`config.mk`:
```
export PLATFORM = sky130hd
export DESIGN_NAME = adcrg_top
export DESIGN_NICKNAME = d
export VERILOG_FILES = /design/src/inc/adcrg_pkg.sv /design/src/rtl/adcrg_top.sv
export VERILOG_INCLUDE_DIRS = /design/src /design/src/inc
export SDC_FILE = /design/constraint.sdc
export NUM_CORES = 1
export LEC_CHECK = 0
export ABC_AREA = 1
export BUFFER_PORTS_ARGS = -buffer_cell sky130_fd_sc_hd__buf_2
export CORE_AREA = 8 8 168 170
export DETAILED_ROUTE_END_ITERATION = 6
export DIE_AREA = 0 0 176 178
export PLACE_DENSITY = 0.54
export SYNTH_ARGS = -nofsm -noshare
export SYNTH_HDL_FRONTEND = slang
export SYNTH_SLANG_ARGS = --single-unit
```
`constraint.sdc`:
```
create_clock -name aclk -period 3.5 [get_ports aclk]
set_input_delay 0.525 -clock aclk [delete_from_list [all_inputs] [get_ports aclk]]
set_output_delay 0.525 -clock aclk [all_outputs]
set_load 0.05 [all_outputs]
```
`src/inc/adcrg_cfg.svh`:
```
// offsets, field positions, reset values and timing counts of the converter register block
//
// Overview of operation
// - any status/control write starts a conversion and clears done flag, dropping interrupt, unless a completion lands on the same edge
// - done flag at bit 7 is read-only and set by each finished conversion
// - reading either result register clears the done flag unless a conversion completes on the same edge
// - interrupt enable at bit 6 raises the interrupt on completion
// - interrupt stays pending while the done flag stays set
// - result registers hold the new data when the interrupt rises
// - system reset clears any pending conversion interrupt
// - continuous bit 5 set converts repeatedly, updating results every time
// - continuous bit clear gives exactly one conversion per status/control write
// - channel select bits 4:0, codes 00-07 pick analog inputs zero to seven
// - codes 08-1D and 1F convert low reference, 1E converts high reference
// - left justified puts result 9:2 in high 7:0, 1:0 in low 7:6
// - right justified puts result 9:8 in high 1:0, 7:0 in low 7:0
// - justification of a 10-bit result follows the justify select bit
// - eight-bit result sits in high 7:0 and low register reads zero
// - in 10-bit mode the six unused result bits read zero
// - both result registers are read-only; writes leave them unchanged
// - pin enable write aborts a running conversion and starts none
// - disabled pin converts low reference and yields zero results except high bit 7 set when signed select acts
// - signed select acts only when left justified; right justified is unsigned
// - converter control write aborts a running conversion and starts none
// - status/control write during a conversion aborts it and starts afresh
`ifndef ADCRG_CFG_SVH
`define ADCRG_CFG_SVH

// register byte offsets
`define ADC_OFS_CSC   8'h00
`define ADC_OFS_RHI   8'h04
`define ADC_OFS_RLO   8'h08
`define ADC_OFS_PE    8'h0c
`define ADC_OFS_CC    8'h10

// status/control fields
`define ADC_CSC_FLAG  7
`define ADC_CSC_IE    6
`define ADC_CSC_CONT  5
// converter control fields
`define ADC_CC_JUST   0
`define ADC_CC_SGN    1
`define ADC_CC_EIGHT_BIT_RESOLUTION   2

// reset values
`define ADC_PE_RST    8'h00
`define ADC_CC_RST    3'h0

// channel codes and reference codes
`define ADC_CH_HIREF  5'h1e
`define ADC_CODE_HI   10'h3ff
`define ADC_CODE_LO   10'h000

// bus responses
`define ADC_RESP_OK   2'h0
`define ADC_RESP_ERR  2'h2

// conversion time
`define ADC_CLK_MHZ   100
`define ADC_CONV_NS   1000
`define ADC_CONV_CYC  ((`ADC_CONV_NS * `ADC_CLK_MHZ + 999) / 1000)
`define ADC_CONV_LAST (8'(`ADC_CONV_CYC - 1))

`endif

```
`src/inc/adcrg_pkg.sv`:
```
// types of the converter register block
package adcrg_pkg;

  // conversion sequencer
  typedef enum logic {
    ADCRG_IDLE,
    ADCRG_BUSY
  } adcrg_conv_t;

  // decoded register select
  typedef enum logic [2:0] {
    ADCRG_SEL_CSC,
    ADCRG_SEL_RHI,
    ADCRG_SEL_RLO,
    ADCRG_SEL_PE,
    ADCRG_SEL_CC,
    ADCRG_SEL_NONE
  } adcrg_sel_t;

  // formatted result pair
  typedef struct packed {
    logic [7:0] hi;
    logic [7:0] lo;
  } adcrg_res_t;

  // whole state of the block
  typedef struct packed {
    adcrg_conv_t      conv;
    logic [7:0]       cnt;
    logic             flag;
    logic             ie;
    logic             cont;
    logic [4:0]       ch;
    logic [7:0]       pe;
    logic [2:0]       cc;
    adcrg_res_t       res;
    logic             irq;
    logic             awready;
    logic             wready;
    logic             bvalid;
    logic [1:0]       bresp;
    logic             aw_have;
    logic             w_have;
    logic [7:0]       aw_addr;
    logic [7:0]       w_data;
    logic             w_lane;
    logic             arready;
    logic             rvalid;
    logic [1:0]       rresp;
    logic [7:0]       rdata;
    logic [7:0][9:0]  ain_m;
    logic [7:0][9:0]  ain_s;
  } adcrg_state_t;

endpackage

```
`src/rtl/adcrg_top.sv`:
```
// converter status/control, result and pin enable registers behind an AXI4-Lite slave
//
// The AXI4-Lite interface to the registers and the placing of the registers are this design's own decisions.
`include "adcrg_cfg.svh"

module adcrg_top (
  input  wire logic             aclk,
  input  wire logic             aresetn,
  input  wire logic             awvalid,
  output logic                  awready,
  input  wire logic [7:0]       awaddr,
  input  wire logic [2:0]       awprot,
  input  wire logic             wvalid,
  output logic                  wready,
  input  wire logic [31:0]      wdata,
  input  wire logic [3:0]       wstrb,
  output logic                  bvalid,
  input  wire logic             bready,
  output logic [1:0]            bresp,
  input  wire logic             arvalid,
  output logic                  arready,
  input  wire logic [7:0]       araddr,
  input  wire logic [2:0]       arprot,
  output logic                  rvalid,
  input  wire logic             rready,
  output logic [31:0]           rdata,
  output logic [1:0]            rresp,
  input  wire logic [7:0][9:0]  ain_code,
  output logic                  conv_irq
);

  // ----------------------------------------------------------------
  // decoding helpers
  // ----------------------------------------------------------------

  // address to register; shared by the read and the write path
  function automatic adcrg_pkg::adcrg_sel_t reg_sel(input logic [7:0] a);
    adcrg_pkg::adcrg_sel_t s;
    unique case (a)
      `ADC_OFS_CSC: s = adcrg_pkg::ADCRG_SEL_CSC;
      `ADC_OFS_RHI: s = adcrg_pkg::ADCRG_SEL_RHI;
      `ADC_OFS_RLO: s = adcrg_pkg::ADCRG_SEL_RLO;
      `ADC_OFS_PE:  s = adcrg_pkg::ADCRG_SEL_PE;
      `ADC_OFS_CC:  s = adcrg_pkg::ADCRG_SEL_CC;
      default:      s = adcrg_pkg::ADCRG_SEL_NONE;
    endcase
    return s;
  endfunction

  // level presented to the converter for a channel code
  function automatic logic [9:0] chan_level(input logic [4:0]      ch,
                                            input logic [7:0]      pe,
                                            input logic [7:0][9:0] ain);
    logic [9:0] v;
    v = `ADC_CODE_LO;
    if (ch[4:3] == 2'h0) begin
      if (pe[ch[2:0]]) begin
        v = ain[ch[2:0]];
      end
    end else if (ch == `ADC_CH_HIREF) begin
      v = `ADC_CODE_HI;
    end
    return v;
  endfunction

  // place a raw 10-bit code into the high/low result pair
  function automatic adcrg_pkg::adcrg_res_t fmt_res(input logic [9:0] raw,
                                                    input logic [2:0] cc);
    adcrg_pkg::adcrg_res_t r;
    logic [9:0]            v;
    v = raw;
    // offset binary: the sign is the inverted msb, only when left justified
    if (cc[`ADC_CC_SGN] && !cc[`ADC_CC_JUST]) begin
      v[9] = ~raw[9];
    end
    if (cc[`ADC_CC_EIGHT_BIT_RESOLUTION]) begin
      r.hi = v[9:2];
      r.lo = 8'h00;
    end else if (cc[`ADC_CC_JUST]) begin
      r.hi = {6'h00, raw[9:8]};
      r.lo = raw[7:0];
    end else begin
      r.hi = v[9:2];
      r.lo = {v[1:0], 6'h00};
    end
    return r;
  endfunction

  // ----------------------------------------------------------------
  // state
  // ----------------------------------------------------------------

  adcrg_pkg::adcrg_state_t q;
  adcrg_pkg::adcrg_state_t d;
  adcrg_pkg::adcrg_sel_t   wsel;
  adcrg_pkg::adcrg_sel_t   rsel;
  logic                    wr_fire;
  logic                    wr_en;
  logic                    rd_fire;
  logic                    csc_wr;
  logic                    pe_wr;
  logic                    cc_wr;
  logic                    res_wr;
  logic                    res_rd;
  logic                    conv_done;

  // next state: bus slave, register effects and conversion sequencer
  always_comb begin
    d         = q;
    wsel      = reg_sel(q.aw_addr);
    rsel      = reg_sel(araddr);
    wr_fire   = q.aw_have && q.w_have && !q.bvalid;
    wr_en     = wr_fire && (wsel != adcrg_pkg::ADCRG_SEL_NONE) && q.w_lane;
    rd_fire   = arvalid && q.arready;
    csc_wr    = wr_en && (wsel == adcrg_pkg::ADCRG_SEL_CSC);
    pe_wr     = wr_en && (wsel == adcrg_pkg::ADCRG_SEL_PE);
    cc_wr     = wr_en && (wsel == adcrg_pkg::ADCRG_SEL_CC);
    res_wr    = wr_en && ((wsel == adcrg_pkg::ADCRG_SEL_RHI) || (wsel == adcrg_pkg::ADCRG_SEL_RLO));
    res_rd    = rd_fire && ((rsel == adcrg_pkg::ADCRG_SEL_RHI) || (rsel == adcrg_pkg::ADCRG_SEL_RLO));
    conv_done = (q.conv == adcrg_pkg::ADCRG_BUSY) && (q.cnt == `ADC_CONV_LAST);

    // pin levels: two flops; a code may tear while the pin slews
    d.ain_m = ain_code;
    d.ain_s = q.ain_m;

    // write address and data are taken independently and paired here
    if (awvalid && q.awready) begin
      d.aw_have = 1'b1;
      d.aw_addr = awaddr;
    end
    if (wvalid && q.wready) begin
      d.w_have = 1'b1;
      d.w_data = wdata[7:0];
      d.w_lane = wstrb[0];
    end
    if (wr_fire) begin
      d.aw_have = 1'b0;
      d.w_have  = 1'b0;
      d.bvalid  = 1'b1;
      d.bresp   = (wsel == adcrg_pkg::ADCRG_SEL_NONE) ? `ADC_RESP_ERR : `ADC_RESP_OK;
    end
    if (q.bvalid && bready) begin
      d.bvalid = 1'b0;
    end
    d.awready = !d.aw_have;
    d.wready  = !d.w_have;

    // read channel: one outstanding read, data registered with rvalid
    if (rd_fire) begin
      d.rvalid = 1'b1;
      d.rresp  = `ADC_RESP_OK;
      unique case (rsel)
        adcrg_pkg::ADCRG_SEL_CSC: d.rdata = {q.flag, q.ie, q.cont, q.ch};
        adcrg_pkg::ADCRG_SEL_RHI: d.rdata = q.res.hi;
        adcrg_pkg::ADCRG_SEL_RLO: d.rdata = q.res.lo;
        adcrg_pkg::ADCRG_SEL_PE:  d.rdata = q.pe;
        adcrg_pkg::ADCRG_SEL_CC:  d.rdata = {5'h00, q.cc};
        adcrg_pkg::ADCRG_SEL_NONE: begin
          d.rdata = 8'h00;
          d.rresp = `ADC_RESP_ERR;
        end
      endcase
    end
    if (q.rvalid && rready) begin
      d.rvalid = 1'b0;
    end
    d.arready = !d.rvalid;

    // sequencer: results land in the same cycle the flag rises
    if (conv_done) begin
      d.res  = fmt_res(chan_level(q.ch, q.pe, q.ain_s), q.cc);
      d.cnt  = 8'h00;
      d.conv = q.cont ? adcrg_pkg::ADCRG_BUSY : adcrg_pkg::ADCRG_IDLE;
    end else if (q.conv == adcrg_pkg::ADCRG_BUSY) begin
      d.cnt = q.cnt + 8'h01;
    end

    // result registers ignore writes; res_wr only answers OKAY
    // abort without restart
    if (pe_wr || cc_wr) begin
      d.conv = adcrg_pkg::ADCRG_IDLE;
      d.cnt  = 8'h00;
    end
    if (pe_wr) begin
      d.pe = q.w_data;
    end
    if (cc_wr) begin
      d.cc = q.w_data[2:0];
    end
    // abort and restart
    if (csc_wr) begin
      d.ie   = q.w_data[`ADC_CSC_IE];
      d.cont = q.w_data[`ADC_CSC_CONT];
      d.ch   = q.w_data[4:0];
      d.conv = adcrg_pkg::ADCRG_BUSY;
      d.cnt  = 8'h00;
    end

    // clearing accesses first, so a completion in the same cycle wins
    if (csc_wr || res_rd) begin
      d.flag = 1'b0;
    end
    if (conv_done) begin
      d.flag = 1'b1;
    end
    d.irq = d.flag && d.ie;
  end

  // single register stage; reset clears the flag and so the interrupt
  always_ff @(posedge aclk) begin
    if (!aresetn) begin
      q    <= '0;
      q.pe <= `ADC_PE_RST;
      q.cc <= `ADC_CC_RST;
    end else begin
      q <= d;
    end
  end

  // ----------------------------------------------------------------
  // outputs
  // ----------------------------------------------------------------

  assign awready  = q.awready;
  assign wready   = q.wready;
  assign bvalid   = q.bvalid;
  assign bresp    = q.bresp;
  assign arready  = q.arready;
  assign rvalid   = q.rvalid;
  assign rresp    = q.rresp;
  assign rdata    = {24'h000000, q.rdata};
  assign conv_irq = q.irq;
endmodule

```
==> flow_summary.json <==
{
  "outcome": "completed",
  "synth-xor-area-share": 0.004695,
  "yosys.area_share.adder": 0.001342,
  "cts-resized-gates": 0,
  "final_nets": 1514,
  "drive_above_1_share": 0.1471,
  "crit_path_end_kind": "register",
  "cp_top_family": "simple AND/OR/NAND/NOR gates",
  "most-common-layout-cells": "nand2_1, inv_1, dfxtp_1",
  "criticalPathCategory": "register to register",
  "finalSetupViolCount": 0,
  "gr-total-overflow": 0,
  "postSynthAreaPerCell_um2": 7.344,
  "min_path_type": "input pin to register",
  "htreeDepth": 1,
  "core.rowCount": 59,
  "drv_slew": 0,
  "max-vdd-ir-drop_mv": 0.3889,
  "routed_wl_um": 20560,
  "slowest_stage": "nand2b_1",
  "yosys_warnings": 0,
  "arrival_ns": 2.51,
  "ys_seq_area_frac": 0.5130,
  "fill_cells": 2696,
  "initial_utilization": 0.3641,
  "synthMuxAreaShare": 0,
  "synth-simple-area-share": 0.2660,
  "diodes": 0,
  "core_mm2": 0.02562,
  "pin_count": 187,
  "clkSinkCount": 239,
  "worst_pin_slew_ns": 0.9308,
  "drv_cap": 0,
  "p_leak_nw": 6.107,
  "drtAntennaViolNets": 0,
  "synth_seq_cells": 239,
  "ctsHoldBuffers": 0,
  "grt_use_total": 0.1282,
  "vias": 7199,
  "routedWlPerCell_um": 11.94,
  "max_freq_mhz": 483.8,
  "fin_crit_sh": 0.5906,
  "dieHeight_um": 178,
  "mostFrequentLayoutCell": "nand2_1",
  "grt_pass1_wl_um": 33430,
  "worst_clock_skew_ns": 0.008942,
  "synth_top_family_by_area": "simple AND/OR/NAND/NOR gates",
  "first_pass_iters": 4,
  "power_density_mw_per_mm2": 561.6,
  "setup_ws_ns": 1.433,
  "drc": 0,
  "grt_pass1_vias": 6975,
  "post_cts_buffers": 0,
  "ys_types": 39,
  "critPathMaxFanout": 12,
  "cts_buffer_depth": 3,
  "layout_min_cycle_time_ns": 2.067,
  "clockRootBuffer": "clkbuf_16",
  "viasPerCell": 4.181,
  "drtIter0Drc": 322,
  "fin_tns_setup_ns": 0,
  "synthCells": 1270,
  "cts_buffers": 25,
  "path_cells": "ha_1 > nand4_1 > nand2b_1 > inv_4 > nor2_4 > inv_1 > nor2_2 > nand2_2 > a21oi_1",
  "cp-start-kind": "register",
  "dieArea_mm2": 0.03133,
  "die_w_um": 176,
  "gp_congestion": 0.8141,
  "grt_max_degree": 201,
  "synth_compound_area_frac": 0.05353,
  "port_buffers": 127,
  "syn2layout_area_growth_pct": 17.00,
  "antenna_found_initial": 0,
  "finalHoldViolCount": 0,
  "post-place-ws_ns": 1.415,
  "required_ns": 3.95,
  "clk_pin_slew_worst_paths_ns": 0.06,
  "path_buf_inv": 2,
  "tritoncts": "built",
  "dp_hpwl_um": 14100,
  "grt_setup_unrepaired": "false",
  "slew_headroom": 0.3795,
  "clk_latency_ns": 0.52,
  "slowest_delay_ns": 0.42,
  "syn_area_mm2": 0.009326
}
[power by group]
| group | leakage [nW] | total [mW] | internal (mW) | switching [mW] |
|---|---|---|---|---|
| Combinational | 3.69 | 0.398 | 0.121 | 0.277 |
| Sequential | 1.97 | 2.87 | 2.83 | 0.0343 |
| Clock | 0.450 | 2.86 | 1.81 | 1.05 |
[registers in the layout (all words and copies together) (netlist names)]
signal	cells
q	143
d	80
rdata	8
arready	1
awready	1
bresp	1
bvalid	1
conv_irq	1
rresp	1
rvalid	1
wready	1
[worst reg2reg max path, cell delays in order, from the launching register on]
cell      delay, ns
dfxtp_1        0.32
ha_1           0.22
nand4_1        0.09
nand2b_1       0.42
inv_4          0.12
nor2_4         0.26
inv_1          0.11
nor2_2         0.18
nand2_2        0.14
a21oi_1        0.13
[layout make-up]
type | instances | area (um2) | area share
Sequential cell | 239 | 4786 | 0.4386
Multi-Input combinational cell | 713 | 3134 | 0.2872
Inverter | 258 | 973.4 | 0.08921
Clock buffer | 34 | 719.4 | 0.06593
Timing Repair Buffer | 131 | 684.4 | 0.06272
Tap cell | 335 | 419.2 | 0.03841
Clock inverter | 12 | 195.2 | 0.01789
[stage by stage]
step | hold WS [ns] | instance area [um2] | std cells | power (mW) | utilization
6_report | 0.1858 | 10910 | 1722 | 6.128 | 0.4260
5_1_grt | 0.1693 | 10910 | 1722 | 6.386 | 0.4260
4_1_cts | 0.1610 | 10910 | 1722 | 6.211 | 0.4260
3_5_place_dp | 0.3954 | 9997 | 1676 | 3.330 | 0.3903
3_3_place_gp | 0.3923 | 9997 | 1676 | 3.327 | 0.3903
2_1_floorplan | 0.3905 | 9420 | 1295 | 3.234 | -
[cell usage after synthesis]
cell type  count  area share
o21ai_1        5      0.0027
a211oi_1       1     0.00081
o22ai_1        4      0.0027
clkbuf_1      19      0.0076
nor2_1        81       0.033
nor3_4         3      0.0052
clkinv_1       1     0.00040
nand3_4        2      0.0038
clkinv_2       2      0.0011
nand3_1       71       0.038
buf_6          4      0.0048
inv_2          2     0.00081
inv_4          1     0.00067
nand3b_1       1     0.00081
buf_2         20       0.011
ha_1           1      0.0013
a21oi_1       28       0.015
buf_4         41       0.033
dfxtp_1      239        0.51
inv_1        252        0.10
buf_1          1     0.00040
nand2_1      396        0.16
nand2b_1       1     0.00067
nor3_1         5      0.0027
nand4_1       14      0.0094
conb_1         1     0.00040
nor3_2         3      0.0032
a22o_1         2      0.0019
o21ai_0       46       0.025
nor2_4         3      0.0036
or2_1          1     0.00067
xor2_1         4      0.0038
o21ai_2        2      0.0019
nand2_4        1      0.0012
nor2_2         4      0.0027
o211a_1        1      0.0011
nand2_2        3      0.0020
xnor2_1        1     0.00094
a21oi_2        3      0.0028
[layer usage]
layer  GRT usage  part of all wire  vias to the layer above
li1            -                 -                     3889
met1      0.1643              0.47                     3132
met2      0.2141              0.46                      148
met3     0.02985             0.055                       30
met4     0.03285             0.019                        0
met5           0                 0                        -
[final timing paths]
check	from	to	slack (ns)	cells after the start
min reg2reg	d[32]	q[32]	0.40	2
min	ain_code[58]	d[58]	0.19	3
max	q[232]	q[233]	1.43	9
max reg2reg	q[232]	q[233]	1.43	9
[kinds of logic (layout without fill, tap and decap cells)]
family / Yosys count / in the layout
simple gates: 589 / 589
buf+inv: 343 / 435
flops: 239 / 239
compound gates: 92 / 92
xor+xnor: 5 / 5
fa+ha+maj: 1 / 1
other cells: 1 / 26
Note: power is estimated with default switching activity, not from simulation.
